**src/include/ton_seq_pkg.sv**
```systemverilog
// package: command codes, field layout, reset values and timing constants
package ton_seq_pkg;

    // ------------------------------------------------------------------
    // command codes
    // ------------------------------------------------------------------
    localparam logic [7:0] CMD_PG_ON       = 8'h5e;
    localparam logic [7:0] CMD_PG_OFF      = 8'h5f;
    localparam logic [7:0] CMD_TURN_ON_DELAY   = 8'h60;
    localparam logic [7:0] CMD_TURN_ON_RISE_TIME    = 8'h61;
    localparam logic [7:0] CMD_TON_LIMIT   = 8'h62;
    localparam logic [7:0] CMD_TON_RESP    = 8'h63;

    // ------------------------------------------------------------------
    // values after reset
    // ------------------------------------------------------------------
    localparam logic [15:0] RST_PG_ON      = 16'h0000;
    localparam logic [15:0] RST_PG_OFF     = 16'h0000;
    localparam logic [15:0] RST_TURN_ON_DELAY  = 16'h0000;
    localparam logic [15:0] RST_TURN_ON_RISE_TIME   = 16'h0000;
    localparam logic [15:0] RST_TON_LIMIT  = 16'h0000;
    localparam logic [7:0]  RST_TON_RESP   = 8'h80;

    // ------------------------------------------------------------------
    // response byte fields
    // ------------------------------------------------------------------
    localparam int RESP_MODE_HI  = 7;
    localparam int RESP_MODE_LO  = 6;
    localparam int RESP_RETRY_HI = 5;
    localparam int RESP_RETRY_LO = 3;
    localparam int RESP_DLY_HI   = 2;
    localparam int RESP_DLY_LO   = 0;

    localparam logic [1:0] MODE_IGNORE  = 2'h0;
    localparam logic [1:0] MODE_OPERATE = 2'h1;
    localparam logic [1:0] MODE_DISABLE = 2'h2;
    localparam logic [1:0] MODE_LATCH   = 2'h3;

    localparam logic [2:0] RETRY_NONE    = 3'h0;
    localparam logic [2:0] RETRY_FOREVER = 3'h7;

    // ------------------------------------------------------------------
    // linear format fields
    // ------------------------------------------------------------------
    localparam int LIN_EXP_HI  = 15;
    localparam int LIN_EXP_LO  = 11;
    localparam int LIN_MANT_HI = 10;

    // ------------------------------------------------------------------
    // timing
    // ------------------------------------------------------------------
    localparam int TIMER_W       = 24;
    localparam int MS_TIME_NS    = 1000000;
    localparam int CLK_PERIOD_NS = 25;
    localparam int MS_CYCLES     = MS_TIME_NS / CLK_PERIOD_NS;
    localparam int DIV_W         = 16;

    // ------------------------------------------------------------------
    // sequencer states
    // ------------------------------------------------------------------
    typedef enum logic [6:0] {
        ST_OFF        = 7'b0000001,
        ST_DELAY      = 7'b0000010,
        ST_RISE       = 7'b0000100,
        ST_ON         = 7'b0001000,
        ST_FLT_WAIT   = 7'b0010000,
        ST_RETRY_WAIT = 7'b0100000,
        ST_LATCHED    = 7'b1000000
    } seq_state_t;

endpackage

```
**src/verilog/ms_countdown.sv**
```systemverilog
// millisecond countdown timer with load, stop and expiry pulse
`timescale 1ns/1ps
module ms_countdown
    import ton_seq_pkg::*;
#(
    parameter int W = TIMER_W
)
(
    input  wire logic         i_mclk,
    input  wire logic         i_resetn,
    input  wire logic         i_load,
    input  wire logic         i_stop,
    input  wire logic [W-1:0] i_value,
    input  wire logic         i_tick,
    output logic              o_busy,
    output logic              o_expired
);

    logic [W-1:0] cnt_r;
    wire          zero_load = (i_value == '0);
    wire          last_tick = o_busy && i_tick && (cnt_r == W'(1));

    // a zero load expires on the next edge, so a zero time still moves on
    always_ff @(posedge i_mclk)
    begin
        if (!i_resetn)
        begin
            cnt_r     <= '0;
            o_busy    <= 1'b0;
            o_expired <= 1'b0;
        end
        else if (i_load)
        begin
            cnt_r     <= i_value;
            o_busy    <= !zero_load;
            o_expired <= zero_load;
        end
        else if (i_stop)
        begin
            o_busy    <= 1'b0;
            o_expired <= 1'b0;
        end
        else
        begin
            o_expired <= last_tick;
            if (last_tick)
                o_busy <= 1'b0;
            if (o_busy && i_tick)
                cnt_r <= cnt_r - W'(1);
        end
    end

endmodule // ms_countdown

```
**src/verilog/output_turn_on_sequencer.sv**
```systemverilog
// turn-on sequencer, power good logic and turn-on timeout fault response
//
// Summary of operation
// - power good asserts when output voltage reaches the turn-on threshold in the on or fault-wait state
// - below turn-off threshold: negate pin if enabled, set status bit
// - after enable, wait programmed turn-on delay before ramping output
// - after delay, ramp output over programmed rise time
// - turn-on longer than limit before undervoltage level is a fault
// - a limit of zero disables the turn-on timeout
// - response code 00 ignores the fault, output keeps running
// - code 01 keeps running for delay, then follows retry field if fault persists
// - code 10 disables output at once, then follows retry field
// - code 11 keeps output off until fault is cleared
// - retry field 000 means no restart, stay off until cleared
// - retry codes give that many restarts, then stay off
// - restart starts are spaced by the decoded delay field times time unit
// - delay field n decodes to two to the n time units
// - time unit comes from the fault time-unit register input
// - retry code 111 retries forever until commanded off
`timescale 1ns/1ps
module output_turn_on_sequencer
    import ton_seq_pkg::*;
#(
    parameter int MS_DIV = MS_CYCLES
)
(
    input  wire logic        i_mclk,
    input  wire logic        i_resetn,
    input  wire logic        i_enable,
    input  wire logic [15:0] i_vout,
    input  wire logic [15:0] i_uv_limit,
    input  wire logic        i_pg_pin_en,
    input  wire logic [7:0]  i_fault_time_unit,
    input  wire logic        i_clear_faults,
    input  wire logic        i_clear_ton_fault,
    input  wire logic        i_cmd_wr,
    input  wire logic        i_cmd_rd,
    input  wire logic [7:0]  i_cmd_code,
    input  wire logic [15:0] i_cmd_wdata,
    output logic [15:0]      o_cmd_rdata,
    output logic             o_cmd_ack,
    output logic             o_cmd_nak,
    output logic             o_power_good_output,
    output logic             o_pg_status,
    output logic             o_output_en,
    output logic             o_ramping,
    output logic             o_ton_fault
);

    // ------------------------------------------------------------------
    // command registers
    // ------------------------------------------------------------------
    logic [15:0] pg_on_r;
    logic [15:0] pg_off_r;
    logic [15:0] turn_on_delay_r;
    logic [15:0] turn_on_rise_time_r;
    logic [15:0] ton_limit_r;
    logic [7:0]  ton_resp_r;

    wire hit_pg_on  = (i_cmd_code == CMD_PG_ON);
    wire hit_pg_off = (i_cmd_code == CMD_PG_OFF);
    wire hit_delay  = (i_cmd_code == CMD_TURN_ON_DELAY);
    wire hit_rise   = (i_cmd_code == CMD_TURN_ON_RISE_TIME);
    wire hit_limit  = (i_cmd_code == CMD_TON_LIMIT);
    wire hit_resp   = (i_cmd_code == CMD_TON_RESP);
    wire hit_any    = hit_pg_on | hit_pg_off | hit_delay | hit_rise
                    | hit_limit | hit_resp;

    wire [15:0] rd_mux = hit_pg_on  ? pg_on_r :
                         hit_pg_off ? pg_off_r :
                         hit_delay  ? turn_on_delay_r :
                         hit_rise   ? turn_on_rise_time_r :
                         hit_limit  ? ton_limit_r :
                         hit_resp   ? {8'h00, ton_resp_r} : 16'h0000;

    always_ff @(posedge i_mclk)
    begin
        if (!i_resetn)
        begin
            pg_on_r     <= RST_PG_ON;
            pg_off_r    <= RST_PG_OFF;
            turn_on_delay_r <= RST_TURN_ON_DELAY;
            turn_on_rise_time_r  <= RST_TURN_ON_RISE_TIME;
            ton_limit_r <= RST_TON_LIMIT;
            ton_resp_r  <= RST_TON_RESP;
        end
        else if (i_cmd_wr)
        begin
            if (hit_pg_on)
                pg_on_r <= i_cmd_wdata;
            if (hit_pg_off)
                pg_off_r <= i_cmd_wdata;
            if (hit_delay)
                turn_on_delay_r <= i_cmd_wdata;
            if (hit_rise)
                turn_on_rise_time_r <= i_cmd_wdata;
            if (hit_limit)
                ton_limit_r <= i_cmd_wdata;
            if (hit_resp)
                ton_resp_r <= i_cmd_wdata[7:0];
        end
    end

    always_ff @(posedge i_mclk)
    begin
        if (!i_resetn)
        begin
            o_cmd_rdata <= 16'h0000;
            o_cmd_ack   <= 1'b0;
            o_cmd_nak   <= 1'b0;
        end
        else
        begin
            o_cmd_ack <= (i_cmd_wr | i_cmd_rd) & hit_any;
            o_cmd_nak <= (i_cmd_wr | i_cmd_rd) & !hit_any;
            if (i_cmd_rd)
                o_cmd_rdata <= rd_mux;
        end
    end

    // ------------------------------------------------------------------
    // linear format to whole milliseconds
    // ------------------------------------------------------------------
    // negative mantissas mean no time; large values saturate the timer
    function automatic logic [TIMER_W-1:0] lin_ms(input logic [15:0] v);
        logic signed [4:0] ex;
        logic [10:0]       mant;
        logic [31:0]       wide;
        ex   = v[LIN_EXP_HI:LIN_EXP_LO];
        mant = v[LIN_MANT_HI:0];
        wide = 32'h0;
        if (!mant[LIN_MANT_HI])
        begin
            if (ex >= 0)
                wide = {21'h0, mant} << ex;
            else
                wide = {21'h0, mant} >> (-ex);
        end
        if (wide > 32'(2**TIMER_W - 1))
            lin_ms = '1;
        else
            lin_ms = wide[TIMER_W-1:0];
    endfunction

    // ------------------------------------------------------------------
    // millisecond timebase and input synchroniser
    // ------------------------------------------------------------------
    logic [DIV_W-1:0] div_r;
    logic             tick_r;
    logic             en_s1_r;
    logic             en_s2_r;

    always_ff @(posedge i_mclk)
    begin
        if (!i_resetn)
        begin
            div_r   <= '0;
            tick_r  <= 1'b0;
            en_s1_r <= 1'b0;
            en_s2_r <= 1'b0;
        end
        else
        begin
            en_s1_r <= i_enable;
            en_s2_r <= en_s1_r;
            tick_r  <= (div_r == DIV_W'(MS_DIV - 1));
            if (div_r == DIV_W'(MS_DIV - 1))
                div_r <= '0;
            else
                div_r <= div_r + DIV_W'(1);
        end
    end

    // ------------------------------------------------------------------
    // response decode
    // ------------------------------------------------------------------
    wire [1:0] resp_mode  = ton_resp_r[RESP_MODE_HI:RESP_MODE_LO];
    wire [2:0] resp_retry = ton_resp_r[RESP_RETRY_HI:RESP_RETRY_LO];
    wire [2:0] resp_dly   = ton_resp_r[RESP_DLY_HI:RESP_DLY_LO];
    // two to the field value, times the unit: at most 128 * 255 ms
    wire [TIMER_W-1:0] fault_dly_ms =
        (TIMER_W'(i_fault_time_unit) << resp_dly);

    seq_state_t state_r;
    seq_state_t state_nxt;
    logic [2:0] tries_r;
    logic [2:0] tries_nxt;

    wire uv_reached = (i_vout >= i_uv_limit);
    wire clear_req  = i_clear_faults | i_clear_ton_fault;
    // forever beats any count; 000 never restarts
    wire retry_ok   = (resp_retry == RETRY_FOREVER)
                    || ((resp_retry != RETRY_NONE)
                        && (tries_r < resp_retry));
    seq_state_t retry_st;
    assign retry_st = retry_ok ? ST_RETRY_WAIT : ST_LATCHED;

    // ------------------------------------------------------------------
    // timers
    // ------------------------------------------------------------------
    logic ph_busy;
    logic ph_exp;
    logic to_busy;
    logic to_exp;

    wire enter_delay = (state_nxt == ST_DELAY) && (state_r != ST_DELAY);
    wire enter_rise  = (state_nxt == ST_RISE) && (state_r != ST_RISE);
    wire enter_wait  = ((state_nxt == ST_FLT_WAIT)
                        && (state_r != ST_FLT_WAIT))
                    || ((state_nxt == ST_RETRY_WAIT)
                        && (state_r != ST_RETRY_WAIT));
    wire ph_load     = enter_delay | enter_rise | enter_wait;
    wire [TIMER_W-1:0] ph_value =
        enter_delay ? lin_ms(turn_on_delay_r) :
        enter_rise  ? lin_ms(turn_on_rise_time_r)  :
                      fault_dly_ms;

    // timeout runs only with a nonzero limit, from ramp start to uv level
    wire to_load = enter_rise && (ton_limit_r != 16'h0000);
    wire to_stop = uv_reached || (state_r == ST_OFF);

    ms_countdown #(.W(TIMER_W)) u_phase
    (
        .i_mclk    (i_mclk),
        .i_resetn  (i_resetn),
        .i_load    (ph_load),
        .i_stop    (1'b0),
        .i_value   (ph_value),
        .i_tick    (tick_r),
        .o_busy    (ph_busy),
        .o_expired (ph_exp)
    );

    ms_countdown #(.W(TIMER_W)) u_timeout
    (
        .i_mclk    (i_mclk),
        .i_resetn  (i_resetn),
        .i_load    (to_load),
        .i_stop    (to_stop),
        .i_value   (lin_ms(ton_limit_r)),
        .i_tick    (tick_r),
        .o_busy    (to_busy),
        .o_expired (to_exp)
    );

    wire running   = (state_r == ST_RISE) || (state_r == ST_ON);
    wire fault_evt = to_exp && running && !uv_reached;
    // an ignored fault in the last rise cycle must not swallow the ramp end
    wire rise_end  = (state_r == ST_RISE) && ph_exp;

    // ------------------------------------------------------------------
    // sequencer
    // ------------------------------------------------------------------
    always_comb
    begin
        state_nxt = state_r;
        tries_nxt = tries_r;
        unique case (state_r)
            ST_OFF:
            begin
                tries_nxt = 3'h0;
                if (en_s2_r)
                    state_nxt = ST_DELAY;
            end
            ST_DELAY:
                if (ph_exp)
                    state_nxt = ST_RISE;
            ST_RISE, ST_ON:
            begin
                if (fault_evt)
                begin
                    unique case (resp_mode)
                        MODE_IGNORE:
                            state_nxt = rise_end ? ST_ON : state_r;
                        MODE_OPERATE: state_nxt = ST_FLT_WAIT;
                        MODE_DISABLE: state_nxt = retry_st;
                        MODE_LATCH:   state_nxt = ST_LATCHED;
                    endcase
                end
                else if (rise_end)
                    state_nxt = ST_ON;
            end
            ST_FLT_WAIT:
                if (ph_exp)
                    state_nxt = uv_reached ? ST_ON : retry_st;
            ST_RETRY_WAIT:
                if (ph_exp)
                    state_nxt = ST_DELAY;
            ST_LATCHED:
                if (clear_req)
                    state_nxt = ST_OFF;
        endcase
        if ((state_nxt == ST_RETRY_WAIT) && (state_r != ST_RETRY_WAIT)
            && (tries_r != 3'h7))
            tries_nxt = tries_r + 3'h1;
        // commanded off ends any sequence and also clears a latch-off
        if (!en_s2_r)
            state_nxt = ST_OFF;
    end

    logic pg_r;
    wire  out_on   = (state_r == ST_ON) || (state_r == ST_FLT_WAIT);
    wire  pg_set   = out_on && (i_vout >= pg_on_r);
    wire  pg_clr   = !out_on || (i_vout < pg_off_r);
    wire  pg_nxt   = pg_clr ? 1'b0 : (pg_set | pg_r);
    wire  en_nxt   = (state_nxt == ST_RISE) || (state_nxt == ST_ON)
                   || (state_nxt == ST_FLT_WAIT);

    always_ff @(posedge i_mclk)
    begin
        if (!i_resetn)
        begin
            state_r             <= ST_OFF;
            tries_r             <= 3'h0;
            pg_r                <= 1'b0;
            o_power_good_output <= 1'b0;
            o_pg_status         <= 1'b1;
            o_output_en         <= 1'b0;
            o_ramping           <= 1'b0;
            o_ton_fault         <= 1'b0;
        end
        else
        begin
            state_r             <= state_nxt;
            tries_r             <= tries_nxt;
            pg_r                <= pg_nxt;
            o_power_good_output <= pg_nxt & i_pg_pin_en;
            o_pg_status         <= !pg_nxt;
            o_output_en         <= en_nxt;
            o_ramping           <= (state_nxt == ST_RISE);
            // a fault in the clearing cycle still sets the flag
            o_ton_fault         <= fault_evt
                                 | (o_ton_fault & !clear_req);
        end
    end

    // ------------------------------------------------------------------
    // assertions
    // ------------------------------------------------------------------
    pg_rise_a: assert property (@(posedge i_mclk) disable iff (!i_resetn)
        $rose(pg_r) |-> $past(out_on)
                        && ($past(i_vout) >= $past(pg_on_r)))
        else $error("power good rose without reaching threshold");

    pg_fall_a: assert property (@(posedge i_mclk) disable iff (!i_resetn)
        (i_vout < pg_off_r) |=> !o_power_good_output && o_pg_status)
        else $error("power good not negated below off threshold");

    delay_end_a: assert property (@(posedge i_mclk) disable iff (!i_resetn)
        (state_r == ST_DELAY) && ph_exp && en_s2_r
        |=> (state_r == ST_RISE) && o_ramping)
        else $error("ramp did not start at delay expiry");

    rise_hold_a: assert property (@(posedge i_mclk) disable iff (!i_resetn)
        (state_r == ST_RISE) && ph_busy && !fault_evt && en_s2_r
        |=> o_ramping && o_output_en)
        else $error("ramp ended before rise time");

    no_limit_a: assert property (@(posedge i_mclk) disable iff (!i_resetn)
        (ton_limit_r == 16'h0000) && $stable(ton_limit_r)
        && (state_r == ST_RISE) && $past(state_r == ST_RISE)
        |-> !to_busy)
        else $error("timeout running with zero limit");

    ignore_run_a: assert property (@(posedge i_mclk) disable iff (!i_resetn)
        fault_evt && (resp_mode == MODE_IGNORE) && en_s2_r
        |=> o_output_en && o_ton_fault)
        else $error("ignored fault interrupted output");

    disable_off_a: assert property (@(posedge i_mclk) disable iff (!i_resetn)
        fault_evt && (resp_mode == MODE_DISABLE)
        |=> !o_output_en)
        else $error("output not disabled on fault");

    latch_hold_a: assert property (@(posedge i_mclk) disable iff (!i_resetn)
        (state_r == ST_LATCHED) && !clear_req && en_s2_r
        |=> (state_r == ST_LATCHED) && !o_output_en)
        else $error("latched output restarted without clear");

    no_retry_a: assert property (@(posedge i_mclk) disable iff (!i_resetn)
        fault_evt && (resp_mode == MODE_DISABLE)
        && (resp_retry == RETRY_NONE) && en_s2_r
        |=> state_r == ST_LATCHED)
        else $error("restart attempted with zero retry setting");

endmodule // output_turn_on_sequencer

```
**config.mk**
```make
export PLATFORM = sky130hd
export DESIGN_NAME = output_turn_on_sequencer
export DESIGN_NICKNAME = d
export VERILOG_FILES = /design/src/include/ton_seq_pkg.sv /design/src/verilog/ms_countdown.sv /design/src/verilog/output_turn_on_sequencer.sv
export SDC_FILE = /design/constraint.sdc
export NUM_CORES = 1
export LEC_CHECK = 0
export ABC_CLOCK_PERIOD_IN_PS = 6400
export BUFFER_PORTS_ARGS = -buffer_cell sky130_fd_sc_hd__buf_2
export CORE_MARGIN = 2
export CORE_UTILIZATION = 41
export DETAILED_ROUTE_END_ITERATION = 10
export GPL_TIMING_DRIVEN = 0
export SYNTH_ARGS = -nofsm -noshare
export SYNTH_HDL_FRONTEND = slang
export SYNTH_SLANG_ARGS = --single-unit
```
**constraint.sdc**
```tcl
create_clock -name i_mclk -period 6.4 [get_ports i_mclk]
set_clock_uncertainty 0.1 [all_clocks]
set_input_delay 0.32 -clock i_mclk [delete_from_list [all_inputs] [get_ports i_mclk]]
set_output_delay 0.32 -clock i_mclk [all_outputs]
set_load 0.01 [all_outputs]
```
==> metrics.txt, run 1 <==
GPL Wtd Cong=0.964; Mean Syn Cell Area=about 7.7 sq um; fraction of layout cells with a size suffix above 1=roughly an eighth; CTS tree=done; Seq. cell area=approximately 0.0039 sq mm; Post-Syn Nets=2,192; asr flop ratio synth=0%; DR vias=16,500; Via density=6.10; worst rel slew slack=18.5%; Final Hold Vio Count=0; # IOs=between 90 and 100; Die Y=200 um; port buffer count=93; first-pass GRT wire length=about 90,000 um; Regs by FF count=u_phase.cnt_r (24), u_timeout.cnt_r (24); peak supply drop=0.000164 V; GRT overflow=0; Req. time, crit path=roughly 6.6 ns; status=finished clean; Worst Max-Slew Pin Slew=between 1 and 1.5 ns; CP Max Fanout=10; synthesis-to-layout area growth=11.0%; Initial Utilization=a little over two fifths; worst min path class=input pin to flip-flop; Die Span X=between 200 and 250 um; Clock Tree Buf Depth=2; hpwl dp=roughly 45,000 um; CTS Sinks=just under 200; clock root cell=clkbuf_16; final period utilization=between 70 and 80%; setup TNS=0 ns; core area=0.0378 sq mm; Cell Rows=just over 70; htree depth=4; DIE AREA=0.0401 sq mm; post-route ant nets=0; max_cap viols=0; Max Slew Vio Count=0; initial antenna violation count=0; Ant. Diodes=0; routed len/inst=around 22 um; Worst Path Arrival=4.80 ns; crit end category=flip-flop; dominant synthesized flop cell=dfxtp_1; synthesized cell area=~0.016 sq mm; LEAKAGE=6.33 nW; register area share after synthesis=24.4%; Synth Instances=just over 2,000; Synth cell types=103; total wire length=roughly 58,000 um; number of global-route vias before repair=15,800; TritonCTS Buffers=17; Final Setup Violations=0; flops & latches, synth=193; PwrDens=about 150 mW/mm^2; total track usage=between 20% and 30%; YS warnings=0; unrepaired setup endpoints after global routing=false; Post-synth EDFFs=0; drt initial violations=~1,800; Worst Setup Start Kind=flip-flop; Multi-input gate area=between 0.01 and 0.015 sq mm; 1st-pass router iterations=6; worst skew pair latency=approximately 0.48 ns; Max Freq=roughly 0.22 GHz; post-layout util=a little under half; Clock Pin Slew Worst Setup and Hold Paths=roughly 0.080 ns; critical path type=flip-flop to flip-flop; fillers=around 3,900; fin nets=2,306; Residual DRC=0; clock period minus worst slack=4.58 ns; largest net degree at the start of global routing=22
-- path summary, 6_finish.rpt --
path	cells past startpoint	slack, ns	from	to
worst max-delay path	15	1.82	turn_on_delay_r[12]$_SDFFE_PN0P_	u_phase.o_busy$_SDFFE_PN0P_
worst min-delay path	4	0.05	i_clear_faults	o_ton_fault$_SDFF_PN0_
worst max register to register	15	1.82	turn_on_delay_r[12]$_SDFFE_PN0P_	u_phase.o_busy$_SDFFE_PN0P_
worst min register to register	1	0.36	en_s1_r$_SDFF_PN0_	en_s2_r$_SDFF_PN0_
-- cells by family (layout without fill, tap and decap cells) --
| kind of cell | Yosys count | count (layout) | share of synthesized area (%) |
|---|---|---|---|
| and+or+nand+nor | 791 | 791 | 23.8 |
| buffers and inverters | 250 | 376 | 6.53 |
| xor gates and xnor gates | 67 | 67 | 3.71 |
| AOI/OAI and AO/OA | 532 | 532 | 21.8 |
| adders and majority gates | 62 | 62 | 4.91 |
| DFF | 193 | 193 | 24.4 |
| muxes | 163 | 163 | 14.8 |
-- report_power, final --
group	internal (W)	total, W	switching [W]	leakage [nW]
Combinational	0.0000889	0.000253	0.000164	4.47
Sequential	0.00121	0.00123	0.0000119	1.56
Clock	0.000534	0.00113	0.000598	0.294
-- cell usage in the layout (no fill, tap or decap), types with 23 or more instances in the layout --
master and n:
nand4_1 23, nand3_1 30, xor2_1 43, nand2b_1 23, mux4_2 46, nor2_1 175
a211oi_1 30, a21o_1 32, clkbuf_1 112, xnor2_1 24, nand2_1 335, o22ai_1 28
dfxtp_1 193, inv_1 81, o21ai_0 94, nor3_1 51, mux2_2 23, mux2i_1 87
o211ai_1 26, a21oi_1 162, a31oi_1 25, ha_1 62, buf_2 122
-- worst max-delay path, cell delays in order, from the launching register on --
cell       delay (ns)
dfxtp_1          0.33
buf_6            0.13
buf_2            0.22
buf_2            0.35
inv_1            0.12
ha_1             0.35
clkbuf_1         0.40
mux4_2           0.41
a32o_1           0.27
o21ai_0          0.52
nand3_1          0.14
nor3_1           0.22
nand2_1          0.11
a2111oi_0        0.37
and4bb_1         0.32
nor3_1           0.07
-- metrics by stage --
stage	cell area (sq um)	total power [W]	hold slack, ns	instances	setup slack (ns)
after global placement	16900	0.00150	0.338	2662	1.95
after floorplan	15800	0.00139	0.312	2058	2.83
after CTS	17500	0.00262	0.0330	2695	1.92
final	17500	0.00261	0.0511	2695	1.82
after global routing	17500	0.00269	0.0624	2695	1.53
after detailed placement	16900	0.00150	0.326	2662	1.94
-- per-layer routing --
metal	GRT usage, %	wire length, um	vias up
met5	0	0	-
met4	10.3	1860	0
met3	5.06	4020	135
met2	47.4	27200	697
met1	36.0	24800	7932
li1	-	-	7687
-- what timing repair did --
item,4_1_cts,5_1_grt
endpoints found under the hold margin,2,0
resized for setup,0,0
endpoints found under the setup margin,0,0
hold buffers,2,0
buffers inserted,0,0
-- cells in the mapped netlist (28+ instances only) --
library cell | instances | share of area [%]
nor3_1 | 51 | 1.6
mux2i_1 | 87 | 5.5
a211oi_1 | 30 | 1.4
nor2_1 | 175 | 4.2
nand3_1 | 30 | 0.95
clkbuf_1 | 112 | 2.7
ha_1 | 62 | 4.9
dfxtp_1 | 193 | 24
mux4_2 | 46 | 6.6
o21ai_0 | 94 | 3.0
buf_2 | 29 | 0.92
nand2_1 | 335 | 8.0
xor2_1 | 43 | 2.4
o22ai_1 | 28 | 1.1
a21oi_1 | 162 | 5.1
inv_1 | 81 | 1.9
a21o_1 | 32 | 1.5
-- layout make-up --
type | count | area share (%)
Multi-Input combinational cell | 1615 | 62.2
Sequential cell | 193 | 22.0
Buffer | 162 | 4.00
Tap cell | 511 | 3.64
Timing Repair Buffer | 95 | 2.77
Clock buffer | 17 | 2.43
Inverter | 88 | 1.88
Clock inverter | 14 | 1.04
Note: power is estimated with default switching activity, not from simulation.
==> run 2, diff against run 1 <==
--- a/config.mk
+++ b/config.mk
@@ -5,7 +5,7 @@
 export SDC_FILE = /design/constraint.sdc
 export NUM_CORES = 1
 export LEC_CHECK = 0
-export ABC_CLOCK_PERIOD_IN_PS = 6400
+export ABC_CLOCK_PERIOD_IN_PS = 4800
 export BUFFER_PORTS_ARGS = -buffer_cell sky130_fd_sc_hd__buf_2
 export CORE_MARGIN = 2
 export CORE_UTILIZATION = 41
==> constraint.sdc (replaced) <==
create_clock -name i_mclk -period 4.8 [get_ports i_mclk]
set_clock_uncertainty 0.1 [all_clocks]
set_input_delay 0.24 -clock i_mclk [delete_from_list [all_inputs] [get_ports i_mclk]]
set_output_delay 0.24 -clock i_mclk [all_outputs]
set_load 0.01 [all_outputs]
==> run 2 against run 1 <==
  * Critical path depth unchanged
  * Global-route usage grew 0.056 points
  * Wire length grew 0.19%
  * Via count up 0.29%
  * Setup slack worse by 1.6 ns
  * Sequential power up 33%
  * Hold slack worse by 0.030 ns
  * First-iteration DRC count decreased by 6.3%
  * Largest cell class unchanged
  * Largest power group unchanged
==> metrics.txt, run 2 (synthesis results as in run 1) <==
worst rel slew slack=19.8% (was 18.5%); DIE AREA=0.0401 sq mm (unchanged); CTS tree=done (unchanged); Clock Pin Slew Worst Setup and Hold Paths=0.09 ns (was 0.08 ns); Reg2Reg Capture Point=u_phase.o_busy$_SDFFE_PN0P_ (unchanged); port buffer count=93 (unchanged); Critical Path, Cell by Cell=buf_6, buf_2, buf_2, inv_1, ha_1, clkbuf_1, mux4_2, a32o_1, o21ai_0, nand3_1, nor3_1, nand2_1, a2111oi_0, and4bb_1, nor3_1 (unchanged); worst min path class=input pin to flip-flop (unchanged); crit end category=flip-flop (unchanged); r2r startpoint=turn_on_delay_r[12]$_SDFFE_PN0P_ (unchanged); setup TNS=0 ns (unchanged); fillers=3,856 (was 3,867); Clock Tree Buf Depth=2 (unchanged); final period utilization=95.8% (was 71.6%); 1st-pass router iterations=6 (unchanged); Max Freq=0.217 GHz (was 0.218 GHz); Combinational Power Share=9.9% (was 9.7%); Ant. Diodes=0 (unchanged); R2R Setup Slk=0.20 ns (was 1.82 ns); CP Max Fanout=10 (unchanged); number of global-route vias before repair=15,800 (about the same); clock root cell=clkbuf_16 (unchanged); clock period minus worst slack=4.60 ns (was 4.58 ns); CP Capture Point=u_phase.o_busy$_SDFFE_PN0P_ (unchanged); critical path type=flip-flop to flip-flop (unchanged); Post-Layout Cell Count=2,708 (was 2,695); worst skew pair latency=0.48 ns (about the same); max incr delay on CP=0.53 ns (was 0.52 ns); status=finished clean (unchanged); Int Power=0.00246 W (was 0.00184 W); synthesis-to-layout area growth=11.8% (was 11.0%); Initial Utilization=41.8% (unchanged); fraction of layout cells with a size suffix above 1=12.8% (about the same); drt initial violations=1,648 (was 1,758); Regs by FF count=u_phase.cnt_r (24), u_timeout.cnt_r (24) (unchanged); Die Span X=200 um (unchanged); total track usage=28.2% (about the same); Final Setup Violations=0 (unchanged); fin nets=2,319 (was 2,306); Final Hold Vio Count=0 (unchanged); DR vias=16,500 (about the same); Psw=0.00103 W (was 0.000773 W); Worst Path Buf+Inv=5 (unchanged); Clock power frac=43.2% (was 43.3%); placed cells=2,662 (unchanged); cells on worst reg2reg path=15 (unchanged); largest net degree at the start of global routing=22 (unchanged); leading cell types in the layout, fill and taps excluded=nand2_1 (335), dfxtp_1 (193), nor2_1 (175) (unchanged); Post CTS Setup Buffer Count=0 (unchanged); Req. time, crit path=5.02 ns (was 6.62 ns); Worst Max-Slew Pin Slew=1.20 ns (was 1.22 ns); hpwl dp=44,700 um (unchanged); TritonCTS Buffers=17 (unchanged); # IOs=95 (unchanged); Net Sw Frac=29.6% (about the same); Cell Rows=71 (unchanged); Via density=6.09 (was 6.10); routed len/inst=21.4 um (was 21.5 um); post-route ant nets=0 (unchanged); PwrDens=197 mW/mm^2 (was 149 mW/mm^2); cell with the largest stage delay on the worst path=o21ai_0 (unchanged); first-pass GRT wire length=90,000 um (was 89,800 um); initial antenna violation count=0 (unchanged); GPL Wtd Cong=0.964 (unchanged); Residual DRC=0 (unchanged); Max Slew Vio Count=0 (unchanged); peak supply drop=0.000218 V (was 0.000164 V); LEAKAGE=6.39 nW (was 6.33 nW); CTS Sinks=193 (unchanged); commonest non-fill, non-tap cell in the layout=nand2_1 (unchanged); max_cap viols=0 (unchanged); Crit. Startpoint=turn_on_delay_r[12]$_SDFFE_PN0P_ (unchanged); Die Y=200 um (unchanged); Crit path max-delay family=buffers and inverters (unchanged); register share of total power=46.9% (was 47.0%); Worst Setup Start Kind=flip-flop (unchanged); htree depth=4 (unchanged); GRT overflow=0 (unchanged); unrepaired setup endpoints after global routing=false (unchanged); total wire length=58,100 um (was 57,900 um); core area=0.0378 sq mm (unchanged); Worst Path Arrival=4.82 ns (was 4.80 ns); Crit. path cell count=15 (unchanged)
-- run 2: changes by cell type in the layout (fill, tap and decap cells not counted), sizes merged --
cell,before,now
dlygate4sd3,2,15
-- run 2: worst register-to-register path: stages (launching register included) --
cell and delay (ns):
dfxtp_1 0.33, buf_6 0.13, buf_2 0.23, buf_2 0.35, inv_1 0.12, ha_1 0.35, clkbuf_1 0.40, mux4_2 0.41
a32o_1 0.27, o21ai_0 0.53, nand3_1 0.14, nor3_1 0.23, nand2_1 0.11, a2111oi_0 0.37, and4bb_1 0.31, nor3_1 0.07
-- run 2: repair_timing --
item,CTS,global route
setup endpoints to repair,0,1
gates resized for setup,0,2
hold endpoints to repair,34,0
hold buffers,15,0
-- run 2: metal layers --
layer | track usage (%) | vias to the layer above | routed length (um)
li1 | - | 7709 | -
met1 | 36.0 | 7915 | 24800
met2 | 47.5 | 744 | 27200
met3 | 5.08 | 130 | 4170
met4 | 10.6 | 0 | 1880
met5 | 0 | - | 0
-- run 2: layout make-up --
| class | count | area, sq um | area share, % |
|---|---|---|---|
| Multi-Input combinational cell | 1615 | 10900 | 61.7 |
| Clock inverter | 14 | 183 | 1.03 |
| Inverter | 88 | 330 | 1.87 |
| Buffer | 162 | 703 | 3.98 |
| Timing Repair Buffer | 108 | 616 | 3.48 |
| Sequential cell | 193 | 3860 | 21.9 |
| Tap cell | 511 | 639 | 3.62 |
| Clock buffer | 17 | 425 | 2.41 |
-- run 2: worst min path at each step --
| stage | from | to | slack (ns) | cells after the start |
|---|---|---|---|---|
| 4_1_cts | i_cmd_wdata[8] | ton_limit_r[8]$_SDFFE_PN0P_ | 0.005 | 3 |
| 2_1_floorplan | i_cmd_wdata[7] | ton_resp_r[7]$_SDFFE_PN1P_ | 0.27 | 2 |
| 6_report | i_cmd_wdata[8] | ton_limit_r[8]$_SDFFE_PN0P_ | 0.02 | 3 |
| 3_5_place_dp | en_s1_r$_SDFF_PN0_ | en_s2_r$_SDFF_PN0_ | 0.33 | 1 |
| 3_3_place_gp | en_s1_r$_SDFF_PN0_ | en_s2_r$_SDFF_PN0_ | 0.34 | 1 |
| 5_1_grt | i_cmd_wdata[6] | pg_on_r[6]$_SDFFE_PN0P_ | 0.01 | 3 |
-- run 2: power by group through the flow --
stage	sequential, W	combinational (W)	clock, W
floorplan	0.00167	0.000182	0
global route	0.00164	0.000375	0.00159
CTS	0.00164	0.000341	0.00153
finish	0.00164	0.000345	0.00151
detailed placement	0.00167	0.000330	0
global placement	0.00167	0.000324	0
-- run 2: metrics by stage --
stage | utilization [%] | hold WS, ns | total power [W] | setup WS [ns] | cell area (sq um)
floorplan | - | 0.265 | 0.00185 | 1.23 | 15800
global placement | 44.7 | 0.338 | 0.00200 | 0.350 | 16900
detailed placement | 44.7 | 0.326 | 0.00200 | 0.337 | 16900
CTS | 46.7 | 0.00472 | 0.00351 | 0.324 | 17700
global route | 46.7 | 0.0136 | 0.00360 | 0.0395 | 17700
finish | 46.7 | 0.0208 | 0.00349 | 0.200 | 17700
